[config.mk]
export PLATFORM = sky130hd
export DESIGN_NAME = rds_status_inputs
export DESIGN_NICKNAME = d
export VERILOG_FILES = /design/src/shared/rds_pkg.sv /design/src/rtl/rds_status_inputs.sv
export SDC_FILE = /design/constraint.sdc
export NUM_CORES = 1
export LEC_CHECK = 0
export BUFFER_PORTS_ARGS = -buffer_cell sky130_fd_sc_hd__buf_2
export CAP_MARGIN = 10
export CORE_AREA = 2 2 119 121
export DETAILED_ROUTE_END_ITERATION = 10
export DIE_AREA = 0 0 121 123
export PLACE_DENSITY = 0.77
export SLEW_MARGIN = 5
export SYNTH_ARGS = -nofsm -noshare
export SYNTH_HDL_FRONTEND = slang
export SYNTH_SLANG_ARGS = --single-unit
export TNS_END_PERCENT = 10
[constraint.sdc]
create_clock -name clk -period 1.8 [get_ports clk]
set_input_delay 0 -clock clk [delete_from_list [all_inputs] [get_ports clk]]
set_output_delay 0 -clock clk [all_outputs]
set_load 0.01 [all_outputs]
[src/shared/rds_pkg.sv]
// Purpose: Constants for the roller drive status register bank
// Assumes: APB word access, register index times four is the byte address
// Notes: All measured registers are 16 bits wide, read only
package rds_pkg;
   localparam int ADDR_W = 14;
   localparam int DATA_W = 32;
   localparam int REG_W = 16;
   // ----------------------------------------
   // Register indices
   // ----------------------------------------
   localparam logic [11:0] IDX_SENSOR_ATTACH = 12'h6A6;
   localparam logic [11:0] IDX_SUPPLY_VOLT = 12'h6A7;
   localparam logic [11:0] IDX_LEFT_CURRENT = 12'h6A8;
   localparam logic [11:0] IDX_LEFT_FREQ = 12'h6A9;
   localparam logic [11:0] IDX_LEFT_TEMP = 12'h6AA;
   localparam logic [11:0] IDX_LEFT_STATUS = 12'h6AB;
   localparam logic [11:0] IDX_RIGHT_CURRENT = 12'h6AC;
   localparam logic [11:0] IDX_RIGHT_FREQ = 12'h6AD;
   localparam logic [11:0] IDX_RIGHT_TEMP = 12'h6AE;
   localparam logic [11:0] IDX_RIGHT_STATUS = 12'h6AF;
   localparam logic [11:0] IDX_INT_STATUS = 12'h6B0;
   localparam logic [11:0] IDX_INT_MASK = 12'h6B1;
   localparam logic [1:0] ADDR_LSB_ZERO = 2'h0;
   // ----------------------------------------
   // Field layout
   // ----------------------------------------
   localparam logic [15:0] VOLT_MAX_MV = 16'h88B8;
   localparam int ATT_RIGHT_BIT = 0;
   localparam int ATT_LEFT_BIT = 1;
   localparam int TEMP_MOTOR_LSB = 8;
   localparam int TEMP_BOARD_LSB = 0;
   localparam int MS_STATE_LSB = 0;
   localparam int MS_DIGITAL_BIT = 2;
   localparam int MS_BOARD_HOT_BIT = 5;
   localparam int MS_OVER_V_BIT = 6;
   localparam int MS_LOW_V_BIT = 7;
   localparam int MS_FAULT_LSB = 8;
   localparam logic [7:0] FAULT_ACTIVE_MASK = 8'h7F;
   // ----------------------------------------
   // Interrupt events
   // ----------------------------------------
   localparam int INT_W = 4;
   localparam int EV_LEFT_FAULT = 0;
   localparam int EV_RIGHT_FAULT = 1;
   localparam int EV_ATTACH_CHANGE = 2;
   localparam int EV_SUPPLY_FAULT = 3;
   localparam logic [15:0] REG_RESET = 16'h0000;
   localparam logic [INT_W-1:0] INT_RESET = 4'h0;
endpackage

[src/rtl/rds_status_inputs.sv]
// Contract
// - Supply voltage in millivolts, clamped to 35000
// - Temperature: motor high byte, board low byte
// - Frequency register holds live hertz
// - Attach bit0 right port, bit1 left port
// - Status bits 0-1 state, bit 2 digital
// - Left word: board hot, over-voltage, low voltage
// - Bits 8-10: overheat, max torque, short
// - Bits 11-13: no motor, overload, stall
// - Bit 14 hall fault, bit 15 unused; the code still copies fault input bit 7 into bit 15
// - Right word bits 3-5 reserved zero
// - Status registers read only, writes ignored
// - Every measurement register is sixteen bits wide, interrupt status and mask four
//
// Purpose: APB status bank of a two-zone roller drive, read only except interrupt status and mask
// Assumes: Measurement inputs synchronous to clk
// Notes: Interrupt status is write-one-to-clear, set wins
`timescale 1ns/1ps
`default_nettype none
module rds_status_inputs #(
   parameter int TEMP_W = 8
) (
   input wire logic clk,
   input wire logic rst_n,
   input wire logic psel,
   input wire logic penable,
   input wire logic pwrite,
   input wire logic [rds_pkg::ADDR_W-1:0] paddr,
   input wire logic [rds_pkg::DATA_W-1:0] pwdata,
   output logic [rds_pkg::DATA_W-1:0] prdata,
   output logic pready,
   output logic pslverr,
   output logic irq,
   input wire logic rightAttached,
   input wire logic leftAttached,
   input wire logic [rds_pkg::REG_W-1:0] supplyMv,
   input wire logic [rds_pkg::REG_W-1:0] leftCurrentMa,
   input wire logic [rds_pkg::REG_W-1:0] leftFreqHz,
   input wire logic [TEMP_W-1:0] leftMotorTempC,
   input wire logic [TEMP_W-1:0] leftBoardTempC,
   input wire logic [1:0] leftMotorState,
   input wire logic leftDigitalMode,
   input wire logic [7:0] leftFaults,
   input wire logic [rds_pkg::REG_W-1:0] rightCurrentMa,
   input wire logic [rds_pkg::REG_W-1:0] rightFreqHz,
   input wire logic [TEMP_W-1:0] rightMotorTempC,
   input wire logic [TEMP_W-1:0] rightBoardTempC,
   input wire logic [1:0] rightMotorState,
   input wire logic rightDigitalMode,
   input wire logic [7:0] rightFaults,
   input wire logic boardOverheat,
   input wire logic overVoltage,
   input wire logic lowVoltage
);
   import rds_pkg::*;

   // ----------------------------------------
   // Helper functions
   // ----------------------------------------
   function automatic logic hitIdx(input logic [ADDR_W-1:0] a, input logic [11:0] idx);
      hitIdx = (a[ADDR_W-1:2] == idx) && (a[1:0] == ADDR_LSB_ZERO);
   endfunction

   function automatic logic [REG_W-1:0] packStatus(input logic [1:0] st, input logic dig,
         input logic brdHot, input logic overV, input logic lowV, input logic [7:0] flt);
      logic [REG_W-1:0] w;
      w = REG_RESET;
      w[MS_STATE_LSB +: 2] = st;
      w[MS_DIGITAL_BIT] = dig;
      w[MS_BOARD_HOT_BIT] = brdHot;
      w[MS_OVER_V_BIT] = overV;
      w[MS_LOW_V_BIT] = lowV;
      w[MS_FAULT_LSB +: 8] = flt;
      packStatus = w;
   endfunction

   function automatic logic [REG_W-1:0] packTemp(input logic [TEMP_W-1:0] motorC,
         input logic [TEMP_W-1:0] boardC);
      logic [REG_W-1:0] t;
      t = REG_RESET;
      t[TEMP_MOTOR_LSB +: 8] = motorC[7:0];
      t[TEMP_BOARD_LSB +: 8] = boardC[7:0];
      packTemp = t;
   endfunction

   // ----------------------------------------
   // Live measurement registers
   // ----------------------------------------
   logic [REG_W-1:0] attach_r, attach_nxt;
   logic [REG_W-1:0] volt_r, volt_nxt;
   logic [REG_W-1:0] lCur_r, lCur_nxt;
   logic [REG_W-1:0] lFreq_r, lFreq_nxt;
   logic [REG_W-1:0] lTemp_r, lTemp_nxt;
   logic [REG_W-1:0] lStat_r, lStat_nxt;
   logic [REG_W-1:0] rCur_r, rCur_nxt;
   logic [REG_W-1:0] rFreq_r, rFreq_nxt;
   logic [REG_W-1:0] rTemp_r, rTemp_nxt;
   logic [REG_W-1:0] rStat_r, rStat_nxt;

   always_comb begin
      attach_nxt = REG_RESET;
      attach_nxt[ATT_RIGHT_BIT] = rightAttached;
      attach_nxt[ATT_LEFT_BIT] = leftAttached;
      volt_nxt = (supplyMv > VOLT_MAX_MV) ? VOLT_MAX_MV : supplyMv;
      lCur_nxt = leftCurrentMa;
      lFreq_nxt = leftFreqHz;
      rCur_nxt = rightCurrentMa;
      rFreq_nxt = rightFreqHz;
      lTemp_nxt = packTemp(leftMotorTempC, leftBoardTempC);
      rTemp_nxt = packTemp(rightMotorTempC, rightBoardTempC);
      lStat_nxt = packStatus(leftMotorState, leftDigitalMode, boardOverheat, overVoltage,
                             lowVoltage, leftFaults);
      // Right word keeps bits 3 to 5 clear
      rStat_nxt = packStatus(rightMotorState, rightDigitalMode, 1'b0, overVoltage,
                             lowVoltage, rightFaults);
   end

   // Refreshed on every edge, never latched
   always_ff @(posedge clk or negedge rst_n) begin
      if (!rst_n) begin
         attach_r <= REG_RESET;
         volt_r <= REG_RESET;
         lCur_r <= REG_RESET;
         lFreq_r <= REG_RESET;
         lTemp_r <= REG_RESET;
         lStat_r <= REG_RESET;
         rCur_r <= REG_RESET;
         rFreq_r <= REG_RESET;
         rTemp_r <= REG_RESET;
         rStat_r <= REG_RESET;
      end else begin
         attach_r <= attach_nxt;
         volt_r <= volt_nxt;
         lCur_r <= lCur_nxt;
         lFreq_r <= lFreq_nxt;
         lTemp_r <= lTemp_nxt;
         lStat_r <= lStat_nxt;
         rCur_r <= rCur_nxt;
         rFreq_r <= rFreq_nxt;
         rTemp_r <= rTemp_nxt;
         rStat_r <= rStat_nxt;
      end
   end

   // ----------------------------------------
   // Interrupt status and mask
   // ----------------------------------------
   logic [INT_W-1:0] intStat_r, intStat_nxt;
   logic [INT_W-1:0] intMask_r, intMask_nxt;
   logic [INT_W-1:0] events;
   logic setupPhase;
   logic accessPhase;
   logic wrStat;
   logic wrMask;

   assign setupPhase = psel && !penable;
   assign accessPhase = psel && penable;
   assign wrStat = accessPhase && pwrite && hitIdx(paddr, IDX_INT_STATUS);
   assign wrMask = accessPhase && pwrite && hitIdx(paddr, IDX_INT_MASK);

   always_comb begin
      events = INT_RESET;
      events[EV_LEFT_FAULT] = |(lStat_nxt[MS_FAULT_LSB +: 8] & ~lStat_r[MS_FAULT_LSB +: 8]
                                & FAULT_ACTIVE_MASK);
      events[EV_RIGHT_FAULT] = |(rStat_nxt[MS_FAULT_LSB +: 8] & ~rStat_r[MS_FAULT_LSB +: 8]
                                 & FAULT_ACTIVE_MASK);
      events[EV_ATTACH_CHANGE] = attach_nxt != attach_r;
      events[EV_SUPPLY_FAULT] = (overVoltage && !lStat_r[MS_OVER_V_BIT])
                                || (lowVoltage && !lStat_r[MS_LOW_V_BIT]);
      intStat_nxt = intStat_r;
      if (wrStat) begin
         intStat_nxt = intStat_r & ~pwdata[INT_W-1:0];
      end
      // Set wins over a clear in the same cycle
      intStat_nxt = intStat_nxt | events;
      intMask_nxt = wrMask ? pwdata[INT_W-1:0] : intMask_r;
   end

   always_ff @(posedge clk or negedge rst_n) begin
      if (!rst_n) begin
         intStat_r <= INT_RESET;
         intMask_r <= INT_RESET;
      end else begin
         intStat_r <= intStat_nxt;
         intMask_r <= intMask_nxt;
      end
   end

   assign irq = |(intStat_r & intMask_r);

   // ----------------------------------------
   // APB slave
   // ----------------------------------------
   logic [DATA_W-1:0] rdata_r, rdata_nxt;
   logic err_r, err_nxt;
   logic [REG_W-1:0] rdSel;
   logic rdHit;

   always_comb begin
      rdSel = REG_RESET;
      rdHit = 1'b1;
      if (hitIdx(paddr, IDX_SENSOR_ATTACH)) begin
         rdSel = attach_r;
      end else if (hitIdx(paddr, IDX_SUPPLY_VOLT)) begin
         rdSel = volt_r;
      end else if (hitIdx(paddr, IDX_LEFT_CURRENT)) begin
         rdSel = lCur_r;
      end else if (hitIdx(paddr, IDX_LEFT_FREQ)) begin
         rdSel = lFreq_r;
      end else if (hitIdx(paddr, IDX_LEFT_TEMP)) begin
         rdSel = lTemp_r;
      end else if (hitIdx(paddr, IDX_LEFT_STATUS)) begin
         rdSel = lStat_r;
      end else if (hitIdx(paddr, IDX_RIGHT_CURRENT)) begin
         rdSel = rCur_r;
      end else if (hitIdx(paddr, IDX_RIGHT_FREQ)) begin
         rdSel = rFreq_r;
      end else if (hitIdx(paddr, IDX_RIGHT_TEMP)) begin
         rdSel = rTemp_r;
      end else if (hitIdx(paddr, IDX_RIGHT_STATUS)) begin
         rdSel = rStat_r;
      end else if (hitIdx(paddr, IDX_INT_STATUS)) begin
         rdSel = {{(REG_W-INT_W){1'b0}}, intStat_r};
      end else if (hitIdx(paddr, IDX_INT_MASK)) begin
         rdSel = {{(REG_W-INT_W){1'b0}}, intMask_r};
      end else begin
         rdHit = 1'b0;
      end
      rdata_nxt = rdata_r;
      err_nxt = err_r;
      // Captured in setup, presented in access
      if (setupPhase) begin
         rdata_nxt = pwrite ? {DATA_W{1'b0}} : {{(DATA_W-REG_W){1'b0}}, rdSel};
         err_nxt = !rdHit;
      end
   end

   always_ff @(posedge clk or negedge rst_n) begin
      if (!rst_n) begin
         rdata_r <= {DATA_W{1'b0}};
         err_r <= 1'b0;
      end else begin
         rdata_r <= rdata_nxt;
         err_r <= err_nxt;
      end
   end

   // Writes to measurement registers complete quietly and change nothing
   assign prdata = rdata_r;
   assign pready = accessPhase;
   assign pslverr = accessPhase && err_r;
endmodule
`default_nettype wire

==> parameters.txt, run 1 <==
Parameter                              Value

Cells and area
  Layout cell share with drive strength beyond 1    0.302
  Final design utilization    0.738
  Final-layout fill cell count    851
  Post-route standard cell area excluding fillers    10000 sq um
  Signed area change from the synthesized netlist to the final layout    50.9%
  Final net count    1123

Die
  Die Span X    121 um
  I/O pin cnt    225
  Row count    43
  Core Region    13600 sq um
  Die Outline Area    14900 sq um
  Vert. Die Dim    123 um
  Effective utilization at floorplan    0.489

Synthesis
  Yosys Warn Count    0
  Syn Area/Cell    11.8 sq um
  Cell type with the highest aggregate area in the netlist    dfrtp_1
  FF+latch count, synth    164
  Count of different cell masters after synthesis    68
  Count of flip-flops with a built-in enable after synthesis    0
  Number of standard cells after synthesis    566
  Synth Cell Area    6660 sq um
  Count leader, synth    dfrtp_1
  Area share of the largest cell type after synthesis    0.617
  Async S/R FF share, synth    1.00
  Most numerous cell types in the synthesized netlist    dfrtp_1, nand2_1, o21ai_0
  Top FF cell, synth    dfrtp_1
  Largest cells by area after synthesis    dfrtp_1, nand2_1, o21ai_0
  Register area share after synthesis    0.617

Clock tree
  Clock H-tree levels    4
  CTS tree    yes
  Number of buffers created by CTS    17
  Worst-path clk slew    70 ps
  Clock latency on the worst-skew pair    430 ps
  Number of clock sinks    164
  Library cell used as clock root buffer    clkbuf_16
  CTS max path bufs    2

Global routing
  Number of antenna violations at the first check in global routing    3
  Number of global-route vias before repair    6739
  Pin count of the biggest net entering global routing    79
  First-pass GRT wire length    37200 um
  Aggregate global routing overflow    0
  Overall fraction of global-route tracks in use    0.342

Critical path
  Maximum cell stage delay along the critical path    580 ps
  Data required time at the worst endpoint    2160 ps
  CP max stage cell    dlygate4sd3_1
  Most frequent cell on the critical path    a2111o_1
  Worst setup SP type    input pin
  Critical path capture point type    flop
  Arrival @ worst endpoint    2120 ps
  Kind of cell with the highest combined delay on the critical path    compound AO/OA/AOI/OAI gates
  Crit Path Category    in -> reg
  Worst-path maximum fanout    8
  CP Buf/Inv Count    2
  Critical path cell sequence    dlygate4sd3_1 -> a41o_1 -> a2111o_1 -> a2111o_1 -> buf_4 -> a21boi_2

STA
  Final hold slack    -21.5 ps
  Setup tns final    0 ps
  Pin slew with the least headroom to its limit    716 ps
  Skew final    13.0 ps
  Final period util    0.977
  Highest clock rate    0.568 GHz
  Final Hold Vio Count    1
  Endpoints failing setup    0
  Final period demand of the worst path    1760 ps
  Max-slew headroom    0.522
  Unrepaired setup endpoints after global routing    false
  Max-slew violation total from the final report    0

Power
  Clk pwr share    0.407
  Logic pwr share    0.123
  Lkg Pwr    4.64 nW
  Power per standard cell area    832 nW/um^2
  Overall power after layout    8.36 mW
  Worst vdd rail ir drop    0.662 mV
  Net switching power    2.17 mW
  Sw Share    0.259
  Seq pwr share    0.470
  Internal Pwr Total    6.19 mW

Detailed routing
  Number of nets with antenna violations after detailed routing    0
  Post-DR vias/cell    5.68
  Number of DRC violations after detailed routing    0
  Wire length per cell after detailed routing    21.6 um
  Wire length after detailed routing    24300 um
  Iteration-0 DRC count of the detailed router    748
  Detailed-route via count    6411
  Router iterations before antenna repair    7

Placed design
  Final GP Congestion    0.937
  HPWL Detailed    14400 um
  Count of input and output buffers    180
  Dpl cell area    8020 sq um

Run
  Maxcap violations    0

Min path
  Type of the most critical hold path    in -> reg

Run status
  Run status    finished, violations left
  Violated checks    hold timing
## metal layers
| layer | track usage | vias to the layer above | part of all wire |
|---|---|---|---|
| li1 | - | 2762 | - |
| met1 | 0.404 | 3136 | 0.37 |
| met2 | 0.583 | 421 | 0.51 |
| met3 | 0.0766 | 92 | 0.078 |
| met4 | 0.189 | 0 | 0.051 |
| met5 | 0 | - | 0 |
## worst paths after layout
| kind | from | to | slack (ps) | depth (start not counted) |
|---|---|---|---|---|
| max | supplyMv[5] | volt_r[6] | 40 | 6 |
| max in group asynchronous | rst_n | lTemp_r[6] | 950 | 3 |
| min in group asynchronous | rst_n | rFreq_r[11] | 170 | 2 |
| min | supplyMv[6] | volt_r[6] | -20 | 2 |
| min reg2reg | prdata[9] | prdata[9] | 500 | 2 |
| max reg2reg | rStat_r[9] | prdata[9] | 90 | 6 |
## state kept, by name, summed over array words and instances (netlist names), 12 cells and up
name     count
rFreq_r     16
prdata      16
rTemp_r     16
lStat_r     12
volt_r      16
lTemp_r     16
lFreq_r     16
lCur_r      16
rStat_r     13
rCur_r      16
## cell families after synthesis
kind of cell / after synthesis / synth area share
multiplexers: 21 / 0.0406
AO/OA/AOI/OAI: 158 / 0.172
buffers and inverters: 66 / 0.0479
flip-flops: 164 / 0.617
AND/OR/NAND/NOR: 154 / 0.120
other: 1 / 0.000563
XOR/XNOR: 2 / 0.00263
## cell type report
type	instances	area, sq um	share of cell area
flip-flops and latches	164	4100	0.408
repair buffers	377	2790	0.278
multi-input cells	351	2290	0.228
clock buffers	20	447	0.0445
well taps	180	225	0.0224
clock inverters	12	101	0.0101
inverters	22	82.6	0.00822
diodes	3	7.51	0.000747
## placed cells by master, fill, tap and decap left out, types with 4 or more instances in the layout
cell             n
buf_2          177
dfrtp_1        164
dlygate4sd3_1  146
nand2_1         53
buf_4           49
o21ai_0         34
nor2_1          29
inv_1           21
a22oi_1         18
clkbuf_16       17
conb_1          16
a21oi_1         13
nor2b_1         11
o211ai_1        10
nand2b_1         9
mux2i_1          9
nor3_1           8
o22ai_1          8
mux2_2           8
a22o_1           8
nand3_1          7
a21boi_2         7
nand4_1          7
a211oi_1         7
or3_1            6
a21o_1           5
o32ai_1          5
clkinvlp_4       5
clkinv_4         5
a221oi_1         4
o21a_1           4
mux4_2           4
o31ai_1          4
## power groups by stage
stage	combinational [mW]	clock, mW	sequential [mW]
after floorplan	0.310	0	3.95
after global placement	0.699	0	3.98
after detailed placement	0.718	0	3.98
after CTS	0.970	3.35	3.92
after global routing	1.10	3.58	3.94
final	1.03	3.41	3.93
## metrics by stage
step	cells	setup slack (ps)
final	1129	40.6
after global routing	1129	1.33
after CTS	1127	7.96
after detailed placement	948	-208
after global placement	948	-128
after floorplan	581	14.3
## timing repair
item	4_1_cts	5_1_grt
setup buffers	0	1
hold endpoints to repair	219	0
hold buffers	147	0
resized for setup	0	4
setup endpoints to repair	0	8
Power figures use the tool's default switching activity.
==> run 2, diff against run 1 <==
--- a/config.mk
+++ b/config.mk
@@ -5,6 +5,7 @@
 export SDC_FILE = /design/constraint.sdc
 export NUM_CORES = 1
 export LEC_CHECK = 0
+export ABC_AREA = 1
 export BUFFER_PORTS_ARGS = -buffer_cell sky130_fd_sc_hd__buf_2
 export CAP_MARGIN = 10
 export CORE_AREA = 2 2 119 121
==> run 2 against run 1 <==
  * The run now ends clean
  * Synthesized cell count rose by 25%
  * Cell count rose by 12%
  * Sequential share of layout area rose by 0.30 points
  * Power fell by 1.9%
  * Synthesized area rose by 0.15%
  * Maximum frequency rose by 7.7%
  * Flip-flop and latch count did not move
  * Global-route usage fell by 4.5 points
  * Utilization fell by 0.53 points
  * Largest cell class unchanged
  * Largest power group unchanged
  * Highest routed layer unchanged
==> parameters.txt, run 2 <==
Parameter                              Value

STA
  Setup tns final    0 ps (unchanged)
  Pin slew with the least headroom to its limit    597 ps (-120 ps)
  Max-slew violation total from the final report    0 (unchanged)
  Highest clock rate    0.612 GHz (+7.7%)
  Skew final    12.7 ps (-0.309 ps)
  Endpoints failing setup    0 (unchanged)
  Final Hold Vio Count    0 (-1)
  Final period util    0.908 (-0.0698)
  Max-slew headroom    0.592 (+0.0695)
  Unrepaired setup endpoints after global routing    false
  Final period demand of the worst path    1630 ps (-126 ps)
  Final hold slack    68.1 ps (+89.5 ps)

Synthesis
  Number of standard cells after synthesis    705 (+25%)
  Async S/R FF share, synth    1.00 (unchanged)
  Top FF cell, synth    dfrtp_1
  Count of different cell masters after synthesis    37 (-46%)
  Largest cells by area after synthesis    dfrtp_1, nand2_1, inv_1
  FF+latch count, synth    164 (unchanged)
  Most numerous cell types in the synthesized netlist    nand2_1, dfrtp_1, inv_1
  Register area share after synthesis    0.616 (-0.000926)
  Syn Area/Cell    9.46 sq um (-20%)
  Cell type with the highest aggregate area in the netlist    dfrtp_1
  Count leader, synth    nand2_1
  Area share of the largest cell type after synthesis    0.616 (-0.000926)
  Yosys Warn Count    0 (unchanged)
  Synth Cell Area    6670 sq um (+0.15%)
  Count of flip-flops with a built-in enable after synthesis    0 (unchanged)

Clock tree
  Worst-path clk slew    70 ps (about the same)
  Library cell used as clock root buffer    clkbuf_16
  Resized Gates After CTS    0 (unchanged)
  CTS tree    yes
  Hold Buf Count CTS    147 (unchanged)
  Number of buffers created by CTS    17 (unchanged)
  Clock latency on the worst-skew pair    430 ps (about the same)
  CTS max path bufs    2 (unchanged)
  Clock H-tree levels    4 (unchanged)
  Buffers inserted during post-CTS setup optimization    0 (unchanged)
  Number of clock sinks    164 (unchanged)

Detailed routing
  Number of DRC violations after detailed routing    0 (unchanged)
  Post-DR vias/cell    4.92 (-13%)
  Number of nets with antenna violations after detailed routing    0 (unchanged)
  Detailed-route via count    6199 (-3.3%)
  Wire length per cell after detailed routing    16.8 um (-22%)
  Wire length after detailed routing    21100 um (-13%)
  Router iterations before antenna repair    5 (-2)
  Iteration-0 DRC count of the detailed router    328 (-56%)

Placed design
  HPWL Detailed    12500 um (-13%)
  Number of placed instances with taps included    1079 (+14%)
  Final GP Congestion    0.889 (-5.1%)
  Count of input and output buffers    180 (unchanged)

Global routing
  Overall fraction of global-route tracks in use    0.297 (-0.0449)
  Number of antenna violations at the first check in global routing    1 (-2)
  Number of global-route vias before repair    6643 (-1.4%)
  Aggregate global routing overflow    0 (unchanged)
  First-pass GRT wire length    32600 um (-12%)
  Pin count of the biggest net entering global routing    47 (-41%)

Cells and area
  Most common cell after layout, fill and taps aside    nand2_1
  Commonest cells after routing, fill and taps aside    nand2_1, buf_2, dfrtp_1, dlygate4sd3_1, inv_1
  Layout cell share with drive strength beyond 1    0.252 (-0.0500)
  Count of non-filler cells in the finished layout    1259 (+12%)
  Final net count    1255 (+12%)
  Signed area change from the synthesized netlist to the final layout    49.6%

Critical path
  Worst setup SP type    input pin
  Critical path capture point type    flop
  Crit Path Category    in -> reg
  Worst-path maximum fanout    15 (+7)
  Data required time at the worst endpoint    2100 ps (-60 ps)
  Setup slack on the worst flop-to-flop path    390 ps (+300 ps)
  Arrival @ worst endpoint    1940 ps (-180 ps)

Die
  I/O pin cnt    225 (unchanged)
  Vert. Die Dim    123 um (unchanged)
  Core Region    13600 sq um (unchanged)
  Effective utilization at floorplan    0.490 (+0.000735)
  Die Outline Area    14900 sq um (unchanged)
  Row count    43 (unchanged)
  Die Span X    121 um (unchanged)

Min path
  Type of the most critical hold path    in -> async

Power
  Sw Share    0.239 (-0.0197)
  Clk pwr share    0.434 (+0.027)
  Seq pwr share    0.477 (+0.007)
  Lkg Pwr    5.22 nW (+12%)
  Power per standard cell area    822 nW/um^2 (-1.2%)
  Net switching power    1.96 mW (-9.3%)
  Internal Pwr Total    6.24 mW (+0.70%)
  Logic pwr share    0.089 (-0.034)
  Worst vdd rail ir drop    0.776 mV (+17%)

Run
  Maxcap violations    0 (unchanged)

Run status
  Run status    finished clean
run 2: cell count changes after synthesis, sizes merged, moves of 12 or more:
cell    change
nor2       +49
o21ai      -15
a21oi      +12
nand3      +47
inv        +62
nand2     +129
a22oi      -18
clkbuf     -13
or2        +14
run 2: power by group through the flow:
stage                     logic, mW  clock network [mW]  registers [mW]
final                         0.731                3.56            3.91
after global routing          0.798                3.76            3.92
after CTS                     0.701                3.56            3.90
after detailed placement      0.454                   0            3.97
after global placement        0.450                   0            3.97
after floorplan               0.155                   0            3.95
run 2: kinds of logic after synthesis:
| logic type | Yosys count | share of synthesized area |
|---|---|---|
| simple gates | 346 | 0.232 |
| flops | 164 | 0.616 |
| buf+inv | 117 | 0.0831 |
| compound gates | 75 | 0.0657 |
| xor+xnor | 2 | 0.00263 |
| other cells | 1 | 0.000563 |
run 2: layer usage:
metal	wire, um	global-route usage	share of wire
met3	1150	0.0609	0.054
met5	0	0	0
met4	1040	0.165	0.049
met2	10900	0.528	0.52
met1	8000	0.335	0.38
run 2: final timing paths:
kind                        startpoint      endpoint  depth (start not counted)
max in group asynchronous        rst_n    lCur_r[10]                          3
min reg2reg                  prdata[3]     prdata[3]                          2
max                        supplyMv[1]     volt_r[5]                         11
min in group clk              paddr[4]  intStat_r[1]                          7
max reg2reg                 rStat_r[8]  intStat_r[1]                          4
min                              rst_n  intMask_r[3]                          2
run 2: final cells by class:
type                            count  area [sq um]
Inverter                           84           318
Sequential cell                   164          4100
Clock inverter                     13           136
Antenna cell                        1          2.50
Multi-Input combinational cell    439          2060
Clock buffer                       19           443
Tap cell                          180           225
Fill cell                         940          3640
Timing Repair Buffer              359          2680
run 2: through the flow:
stage	util	area, sq um	power [mW]	setup slack [ps]
global placement	0.582	7920	4.42	59.1
floorplan	-	6720	4.11	421
finish	0.733	9970	8.20	166
global route	0.733	9970	8.48	65.6
detailed placement	0.582	7920	4.42	33.4
CTS	0.733	9970	8.16	332
run 2: worst max-delay path: stages:
cell           delay, ps
dlygate4sd3_1        570
buf_2                150
inv_1                 60
a31oi_1              100
o21ai_0              180
nand4_1              100
nand2_1               70
nand4_1               90
nand2_1               80
inv_1                170
or2_2                370
